### src/rtl/converter_input_control_pkg.sv
// constants for the converter input control block
package converter_input_control_pkg;
  localparam logic [7:0]  RESULT_HIGH_IDX   = 8'hDD;
  localparam logic [7:0]  INPUT_CONTROL_IDX = 8'hDA;
  localparam logic [7:0]  START_CONTROL_IDX = 8'hD8;
  localparam logic [11:0] RESULT_HIGH_ADDR   = {2'b00, RESULT_HIGH_IDX, 2'b00};
  localparam logic [11:0] INPUT_CONTROL_ADDR = {2'b00, INPUT_CONTROL_IDX, 2'b00};
  localparam logic [11:0] START_CONTROL_ADDR = {2'b00, START_CONTROL_IDX, 2'b00};
  localparam logic [7:0]  REG_RESET      = 8'h00;
  localparam int          CONNECT_BIT    = 7;
  localparam int          REF_SELECT_BIT = 6;
  localparam int          TRIG_HI        = 5;
  localparam int          TRIG_LO        = 4;
  localparam int          PAIR_MODE_BIT  = 3;
  localparam int          CHAN_HI        = 2;
  localparam int          START_BIT      = 0;
  localparam int          ENABLE_BIT     = 1;
  localparam logic [1:0]  TRIG_SOFTWARE  = 2'h0;
  localparam logic [1:0]  TRIG_TIMER0    = 2'h1;
  localparam logic [1:0]  TRIG_TIMER1    = 2'h2;
  localparam logic [1:0]  TRIG_TIMER2    = 2'h3;
  localparam logic [1:0]  RESP_OKAY      = 2'h0;
  localparam logic [1:0]  RESP_SLVERR    = 2'h2;
  localparam logic [7:0]  SWITCH_OFF     = 8'h00;
endpackage

### src/rtl/converter_input_control.sv
// register file, trigger logic and input routing around the converter core
//
// The AXI4-Lite register port is this design's own decision.
`timescale 1ns/1ps
module converter_input_control (
  input  wire logic        i_clock,
  input  wire logic        i_rst_b,
  input  wire logic [11:0] s_axi_awaddr,
  input  wire logic        s_axi_awvalid,
  output logic             s_axi_awready,
  input  wire logic [31:0] s_axi_wdata,
  input  wire logic [3:0]  s_axi_wstrb,
  input  wire logic        s_axi_wvalid,
  output logic             s_axi_wready,
  output logic [1:0]       s_axi_bresp,
  output logic             s_axi_bvalid,
  input  wire logic        s_axi_bready,
  input  wire logic [11:0] s_axi_araddr,
  input  wire logic        s_axi_arvalid,
  output logic             s_axi_arready,
  output logic [31:0]      s_axi_rdata,
  output logic [1:0]       s_axi_rresp,
  output logic             s_axi_rvalid,
  input  wire logic        s_axi_rready,
  input  wire logic [2:0]  i_timer_overflow,
  input  wire logic        i_conversion_done,
  input  wire logic [7:0]  i_result_high,
  output logic             o_conversion_start,
  output logic [7:0]       o_positive_switch,
  output logic [7:0]       o_negative_switch,
  output logic             o_negative_half_supply,
  output logic             o_internal_reference,
  output logic             o_differential
);
  typedef enum logic [1:0] {
    CONV_IDLE = 2'b01,
    CONV_BUSY = 2'b10
  } conv_state_t;

  logic [7:0]  control_r;
  logic [7:0]  control_nxt;
  logic [7:0]  result_r;
  logic [7:0]  result_nxt;
  logic        enable_r;
  logic        enable_nxt;
  conv_state_t state_r;
  conv_state_t state_nxt;
  logic        start_r;
  logic        start_nxt;
  logic [11:0] awaddr_r;
  logic [11:0] awaddr_nxt;
  logic        aw_held_r;
  logic        aw_held_nxt;
  logic [31:0] wdata_r;
  logic [31:0] wdata_nxt;
  logic        wstrb0_r;
  logic        wstrb0_nxt;
  logic        w_held_r;
  logic        w_held_nxt;
  logic        bvalid_r;
  logic        bvalid_nxt;
  logic [1:0]  bresp_r;
  logic [1:0]  bresp_nxt;
  logic        rvalid_r;
  logic        rvalid_nxt;
  logic [31:0] rdata_r;
  logic [31:0] rdata_nxt;
  logic [1:0]  rresp_r;
  logic [1:0]  rresp_nxt;
  logic [7:0]  pos_r;
  logic [7:0]  pos_nxt;
  logic [7:0]  neg_r;
  logic [7:0]  neg_nxt;
  logic        half_r;
  logic        half_nxt;
  logic [3:0]  ext_sync;
  logic [7:0]  result_sync;
  logic [2:0]  ovf_sync;
  logic        done_sync;
  logic        done_d_r;
  logic        wr_fire;
  logic        wr_ok;
  logic        hw_trigger;
  logic        sw_start;
  logic        done_edge;

  // timers and the core live outside this clock domain, so their levels pass through two-flop synchronisers
  pin_sync #(.WIDTH(4)) u_evt_sync (
    .i_clock (i_clock),
    .i_rst_b (i_rst_b),
    .i_async ({i_conversion_done, i_timer_overflow}),
    .o_sync  (ext_sync)
  );
  pin_sync #(.WIDTH(8)) u_res_sync (
    .i_clock (i_clock),
    .i_rst_b (i_rst_b),
    .i_async (i_result_high),
    .o_sync  (result_sync)
  );
  assign ovf_sync  = ext_sync[2:0];
  assign done_sync = ext_sync[3];

  assign s_axi_awready = !aw_held_r && !bvalid_r;
  assign s_axi_wready  = !w_held_r && !bvalid_r;
  assign s_axi_bvalid  = bvalid_r;
  assign s_axi_bresp   = bresp_r;
  assign s_axi_arready = !rvalid_r;
  assign s_axi_rvalid  = rvalid_r;
  assign s_axi_rdata   = rdata_r;
  assign s_axi_rresp   = rresp_r;

  assign wr_fire   = aw_held_r && w_held_r && !bvalid_r;
  assign wr_ok     = wr_fire && wstrb0_r;
  assign done_edge = done_sync && !done_d_r;
  // a start counts the enable written with it, since the same write replaces enable
  assign sw_start  = wr_ok && awaddr_r == converter_input_control_pkg::START_CONTROL_ADDR
                     && wdata_r[converter_input_control_pkg::START_BIT]
                     && wdata_r[converter_input_control_pkg::ENABLE_BIT];

  always_comb begin
    hw_trigger = 1'b0;
    unique case (control_r[converter_input_control_pkg::TRIG_HI:
                           converter_input_control_pkg::TRIG_LO])
      converter_input_control_pkg::TRIG_SOFTWARE: hw_trigger = 1'b0;
      converter_input_control_pkg::TRIG_TIMER0:   hw_trigger = ovf_sync[0];
      converter_input_control_pkg::TRIG_TIMER1:   hw_trigger = ovf_sync[1];
      converter_input_control_pkg::TRIG_TIMER2:   hw_trigger = ovf_sync[2];
    endcase
  end

  always_comb begin
    awaddr_nxt = awaddr_r;
    aw_held_nxt = aw_held_r;
    wdata_nxt  = wdata_r;
    wstrb0_nxt = wstrb0_r;
    w_held_nxt = w_held_r;
    bvalid_nxt = bvalid_r;
    bresp_nxt  = bresp_r;
    rvalid_nxt = rvalid_r;
    rdata_nxt  = rdata_r;
    rresp_nxt  = rresp_r;
    control_nxt = control_r;
    enable_nxt = enable_r;
    if (s_axi_awvalid && s_axi_awready) begin
      awaddr_nxt  = s_axi_awaddr;
      aw_held_nxt = 1'b1;
    end
    if (s_axi_wvalid && s_axi_wready) begin
      wdata_nxt  = s_axi_wdata;
      wstrb0_nxt = s_axi_wstrb[0];
      w_held_nxt = 1'b1;
    end
    if (wr_fire) begin
      aw_held_nxt = 1'b0;
      w_held_nxt  = 1'b0;
      bvalid_nxt  = 1'b1;
      bresp_nxt   = converter_input_control_pkg::RESP_OKAY;
      unique case (awaddr_r)
        converter_input_control_pkg::INPUT_CONTROL_ADDR: begin
          if (wstrb0_r) begin
            control_nxt = wdata_r[7:0];
          end
        end
        converter_input_control_pkg::START_CONTROL_ADDR: begin
          if (wstrb0_r) begin
            enable_nxt = wdata_r[converter_input_control_pkg::ENABLE_BIT];
          end
        end
        converter_input_control_pkg::RESULT_HIGH_ADDR: ;
        default: bresp_nxt = converter_input_control_pkg::RESP_SLVERR;
      endcase
    end
    if (bvalid_r && s_axi_bready) begin
      bvalid_nxt = 1'b0;
    end
    if (s_axi_arvalid && s_axi_arready) begin
      rvalid_nxt = 1'b1;
      rresp_nxt  = converter_input_control_pkg::RESP_OKAY;
      unique case (s_axi_araddr)
        converter_input_control_pkg::RESULT_HIGH_ADDR:   rdata_nxt = {24'h000000, result_r};
        converter_input_control_pkg::INPUT_CONTROL_ADDR: rdata_nxt = {24'h000000, control_r};
        converter_input_control_pkg::START_CONTROL_ADDR:
          rdata_nxt = {30'h0, enable_r, state_r == CONV_BUSY};
        default: begin
          rdata_nxt = 32'h00000000;
          rresp_nxt = converter_input_control_pkg::RESP_SLVERR;
        end
      endcase
    end else if (rvalid_r && s_axi_rready) begin
      rvalid_nxt = 1'b0;
    end
  end

  // one start per idle period; a trigger while busy is dropped
  always_comb begin
    state_nxt  = state_r;
    start_nxt  = 1'b0;
    result_nxt = result_r;
    unique case (state_r)
      CONV_IDLE: begin
        if (sw_start || (enable_r && hw_trigger)) begin
          state_nxt = CONV_BUSY;
          start_nxt = 1'b1;
        end
      end
      CONV_BUSY: begin
        if (done_edge) begin
          state_nxt  = CONV_IDLE;
          result_nxt = result_sync;
        end
      end
      default: state_nxt = CONV_IDLE;
    endcase
  end

  // channel is only honoured while connected; software keeps it steady otherwise
  always_comb begin
    pos_nxt  = converter_input_control_pkg::SWITCH_OFF;
    neg_nxt  = converter_input_control_pkg::SWITCH_OFF;
    half_nxt = 1'b0;
    if (control_r[converter_input_control_pkg::CONNECT_BIT]) begin
      if (control_r[converter_input_control_pkg::PAIR_MODE_BIT]) begin
        if (!control_r[converter_input_control_pkg::CHAN_HI]) begin
          pos_nxt[{control_r[1:0], 1'b0}] = 1'b1;
          neg_nxt[{control_r[1:0], 1'b1}] = 1'b1;
        end
      end else begin
        pos_nxt[control_r[2:0]] = 1'b1;
        half_nxt = 1'b1;
      end
    end
  end

  always_ff @(posedge i_clock or negedge i_rst_b) begin
    if (!i_rst_b) begin
      control_r <= converter_input_control_pkg::REG_RESET;
      result_r  <= converter_input_control_pkg::REG_RESET;
      enable_r  <= 1'b0;
      state_r   <= CONV_IDLE;
      start_r   <= 1'b0;
      awaddr_r  <= 12'h000;
      aw_held_r <= 1'b0;
      wdata_r   <= 32'h00000000;
      wstrb0_r  <= 1'b0;
      w_held_r  <= 1'b0;
      bvalid_r  <= 1'b0;
      bresp_r   <= 2'h0;
      rvalid_r  <= 1'b0;
      rdata_r   <= 32'h00000000;
      rresp_r   <= 2'h0;
      pos_r     <= 8'h00;
      neg_r     <= 8'h00;
      half_r    <= 1'b0;
      done_d_r  <= 1'b0;
    end else begin
      control_r <= control_nxt;
      result_r  <= result_nxt;
      enable_r  <= enable_nxt;
      state_r   <= state_nxt;
      start_r   <= start_nxt;
      awaddr_r  <= awaddr_nxt;
      aw_held_r <= aw_held_nxt;
      wdata_r   <= wdata_nxt;
      wstrb0_r  <= wstrb0_nxt;
      w_held_r  <= w_held_nxt;
      bvalid_r  <= bvalid_nxt;
      bresp_r   <= bresp_nxt;
      rvalid_r  <= rvalid_nxt;
      rdata_r   <= rdata_nxt;
      rresp_r   <= rresp_nxt;
      pos_r     <= pos_nxt;
      neg_r     <= neg_nxt;
      half_r    <= half_nxt;
      done_d_r  <= done_sync;
    end
  end

  assign o_conversion_start     = start_r;
  assign o_positive_switch      = pos_r;
  assign o_negative_switch      = neg_r;
  assign o_negative_half_supply = half_r;
  assign o_internal_reference   = control_r[converter_input_control_pkg::REF_SELECT_BIT];
  assign o_differential         = control_r[converter_input_control_pkg::PAIR_MODE_BIT];
endmodule

### src/rtl/pin_sync.sv
// two-flop synchroniser for outside levels
`timescale 1ns/1ps
module pin_sync #(
  parameter int WIDTH = 1
) (
  input  wire logic             i_clock,
  input  wire logic             i_rst_b,
  input  wire logic [WIDTH-1:0] i_async,
  output logic      [WIDTH-1:0] o_sync
);
  logic [WIDTH-1:0] meta_r;
  logic [WIDTH-1:0] sync_r;
  always_ff @(posedge i_clock or negedge i_rst_b) begin
    if (!i_rst_b) begin
      meta_r <= '0;
      sync_r <= '0;
    end else begin
      meta_r <= i_async;
      sync_r <= meta_r;
    end
  end
  assign o_sync = sync_r;
endmodule

### config.mk
export PLATFORM = sky130hd
export DESIGN_NAME = converter_input_control
export DESIGN_NICKNAME = d
export VERILOG_FILES = /design/src/rtl/converter_input_control_pkg.sv /design/src/rtl/converter_input_control.sv /design/src/rtl/pin_sync.sv
export SDC_FILE = /design/constraint.sdc
export NUM_CORES = 1
export LEC_CHECK = 0
export BUFFER_PORTS_ARGS = -buffer_cell sky130_fd_sc_hd__buf_2
export CORE_ASPECT_RATIO = 1.4
export CORE_MARGIN = 1.5
export CORE_UTILIZATION = 52
export CTS_BUF_LIST = sky130_fd_sc_hd__clkbuf_16
export DETAILED_ROUTE_END_ITERATION = 8
export GPL_ROUTABILITY_DRIVEN = 1
export MAX_ROUTING_LAYER = met4
export PLACE_DENSITY = 0.87
export SETUP_SLACK_MARGIN = 0.02
export SYNTH_ARGS = -nofsm -noshare
export SYNTH_HDL_FRONTEND = slang
export SYNTH_SLANG_ARGS = --single-unit
export TNS_END_PERCENT = 10
### constraint.sdc
create_clock -name i_clock -period 3.3 [get_ports i_clock]
set_input_delay 0.165 -clock i_clock [delete_from_list [all_inputs] [get_ports i_clock]]
set_output_delay 0.165 -clock i_clock [all_outputs]
set_load 0.1 [all_outputs]
==> results.py <==
metrics = {
    "outcome": {
        "status": "finished, final reports clean",
    },
    "timing": {
        "hold_viol_final": 0,
        "rsz0062_at_grt": "false",
        "report.final.slew_viol_count": 0,
        "tns_ns": 0,
        "worst_slew_pin_slew_ns": 1.10,
        "fin_crit_ns": 1.96,
        "slew_headroom_pct": 26.9,
        "setup_violations": 0,
        "post-route-period-util_pct": 59.3,
        "fmax_ghz": 0.511,
        "fin_worst_skew_ns": 0.00413,
    },
    "detailed_routing": {
        "drc": 0,
        "drtPass1Iterations": 4,
        "drt_iter0_drc": 125,
        "wl_mm": 6.40,
        "vias_per_cell": 4.82,
        "postRouteAntennaNets": 0,
        "wire_per_inst_um": 13.7,
        "dr_total_vias": 2257,
    },
    "critical_path": {
        "critPathMaxStageDelay_ns": 0.68,
        "crit_family": "simple AND/OR/NAND/NOR gates",
        "arrival_ns": 2.17,
        "worst-path-buf-inv": 0,
        "cp_data_required_time_ns": 3.52,
        "r2r_slack_ns": 1.34,
        "cp_slowest_cell": "nor4_1",
        "end_kind": "flip-flop",
        "setup.worst_path.start_class": "flip-flop",
        "path_cells": "and4b_1 -> nand4_2 -> nor4_1 -> mux2_2",
        "crit_fanout": 4,
        "path_class": "flip-flop to flip-flop",
    },
    "layout": {
        "drive_gt1_share_pct": 37.0,
        "diodes": 0,
        "area_delta_synth_final_pct": 22.3,
        "multi_input_area_sq_um": 1170,
        "final_util_pct": 65.2,
        "filler_cell_count": 516,
        "final_cell_area_sq_um": 4490,
        "instances_no_fill": 468,
        "seq_area_sq_um": 2330,
        "nNetsFinal": 447,
    },
    "placed_design": {
        "placed_area_sq_um": 4050,
        "dp_cells": 439,
        "gp_congestion": 0.817,
        "place_hpwl_mm": 4.39,
        "io_buffers": 82,
    },
    "clock_network": {
        "cts_max_level": 3,
        "post_cts_resized": 0,
        "cts_num_sinks": 93,
        "cts_root_buf": "clkbuf_16",
        "cts_max_path_buffers": 2,
        "hold_buffers": 13,
        "tritoncts": "built",
        "clock_latency_ns": 0.33,
        "numCtsBuffers": 9,
        "post_cts.repair.setup_buffers": 0,
        "clkTransAtPathRegs_ns": 0.06,
    },
    "synth": {
        "ys_seq_area_share_pct": 63.4,
        "yosys_warnings": 0,
        "synth_area_sq_um": 3670,
        "yosys_most_used_dff": "dfrtp_1",
        "synthArstFlopShare_pct": 100,
        "synth_cell_type_count": 39,
        "synth-edff-count": 0,
        "ys_ff_latch": 93,
        "avgSynthCellArea_sq_um": 13.5,
        "synth_cells": 272,
    },
    "global_route": {
        "antenna_found_initial": 0,
        "grt_max_degree": 94,
        "grt_pass1_wl_mm": 10.3,
        "first_global_vias": 2235,
        "grt_usage_pct": 19.0,
        "overflow": 0,
    },
    "floorplan": {
        "start_util_pct": 53.3,
        "io_pins": 140,
        "dieArea_sq_um": 7580,
        "fp.dieH_um": 102,
        "core_region_area_sq_um": 6890,
        "dieWidth_um": 74.0,
        "placementRows": 36,
    },
    "flow_run": {
        "drv_cap": 0,
    },
    "pwr": {
        "p_per_area_nw_per_um2": 724,
        "vdd.ir_drop.worst_uv": 550,
        "p_leak_nw": 2.30,
    },
    "worst_hold_path": {
        "min_path_type": "input pin to flip-flop",
    },
}
==> per-stage QoR <==
| step | hold WS (ns) | power, mW | worst slack [ns] |
|---|---|---|---|
| after floorplan | -0.131 | 2.07 | 0.0286 |
| after global placement | 0.274 | 2.16 | 1.36 |
| after detailed placement | 0.274 | 2.20 | 1.33 |
| after CTS | 0.0295 | 3.28 | 1.32 |
| after global routing | 0.0594 | 3.39 | 1.25 |
| final | 0.0306 | 3.25 | 1.34 |
==> path summary, 6_finish.rpt <==
kind,startpoint,endpoint,cells past startpoint
worst max-delay path,awaddr_r[7]$_DFFE_PN0P_,enable_r$_DFFE_PN0N_,4
worst min-delay path,s_axi_bready,s_axi_bvalid$_DFFE_PN0P_,2
worst max register to register,awaddr_r[7]$_DFFE_PN0P_,enable_r$_DFFE_PN0N_,4
worst min register to register,u_res_sync.meta_r[0]$_DFF_PN0_,u_res_sync.o_sync[0]$_DFF_PN0_,0
max in group asynchronous,i_rst_b,u_evt_sync.o_sync[2]$_DFF_PN0_,1
min in group asynchronous,i_rst_b,u_res_sync.o_sync[7]$_DFF_PN0_,1
==> cell usage after synthesis, drive strengths merged (3+ instances only) <==
master | instances | area (sq um)
a21oi | 6 | 30.0
a22o | 12 | 105
and3 | 4 | 25.0
buf | 31 | 236
clkbuf | 8 | 30.0
dfrtp | 92 | 2300
inv | 5 | 18.8
mux2 | 37 | 447
nand2 | 10 | 37.5
nand2b | 3 | 18.8
nand3 | 3 | 15.0
nor2 | 15 | 56.3
nor2b | 7 | 43.8
nor3 | 5 | 25.0
nor3b | 4 | 35.0
o21ai | 6 | 30.0
==> placed cells by master, fill, tap and decap left out, types with 7 or more instances in the layout <==
| cell | n |
|---|---|
| a22o_1 | 12 |
| buf_2 | 81 |
| clkbuf_16 | 9 |
| conb_1 | 30 |
| dfrtp_1 | 92 |
| dlygate4sd3_1 | 13 |
| mux2_2 | 29 |
| mux2_4 | 8 |
| nand2_1 | 10 |
| nor2_1 | 15 |
| nor2b_1 | 7 |
==> sequential cells by signal, indices dropped and copies added (netlist names), 2 cells and up <==
signal	cells
u_evt_sync.o_sync	4
u_evt_sync.meta_r	4
control_r	8
o_negative_switch	4
wdata_r	8
u_res_sync.o_sync	8
result_r	8
o_positive_switch	8
awaddr_r	12
state_r	2
u_res_sync.meta_r	8
s_axi_rdata	8
==> logic make-up (layout without fill, tap and decap cells) <==
logic type / Yosys count / count (layout) / synth area share (%)
buffers and inverters: 44 / 116 / 7.77
AO/OA/AOI/OAI: 35 / 35 / 6.85
flip-flops: 93 / 93 / 63.4
other: 1 / 30 / 0.102
AND/OR/NAND/NOR: 61 / 61 / 9.44
multiplexers: 38 / 38 / 12.4
==> final cells by class <==
class | instances | area share [%]
clock buffer | 9 | 5.01
clock inverter | 7 | 2.01
inverter | 5 | 0.418
multi-input combinational | 164 | 26.0
sequential | 93 | 51.8
tap | 95 | 2.65
timing repair buffer | 95 | 12.1
==> power breakdown <==
part	switching [mW]	internal, mW	leakage [nW]
sequential	0.106	1.32	1.18
clock	0.403	0.660	0.157
combinational	0.539	0.226	0.966
total	1.05	2.20	2.30
==> metal layers <==
metal  vias up  routed length, um  share of wire, %  global-route usage, %
met5         -                  0                 0                      -
met4         0                176               2.8                   10.1
met3        17                245               3.8                   3.75
met2        65               3550                56                   33.0
met1      1100               2420                38                   19.8
li1       1075                  -                 -                      -
(Power assumes the default switching activity.)
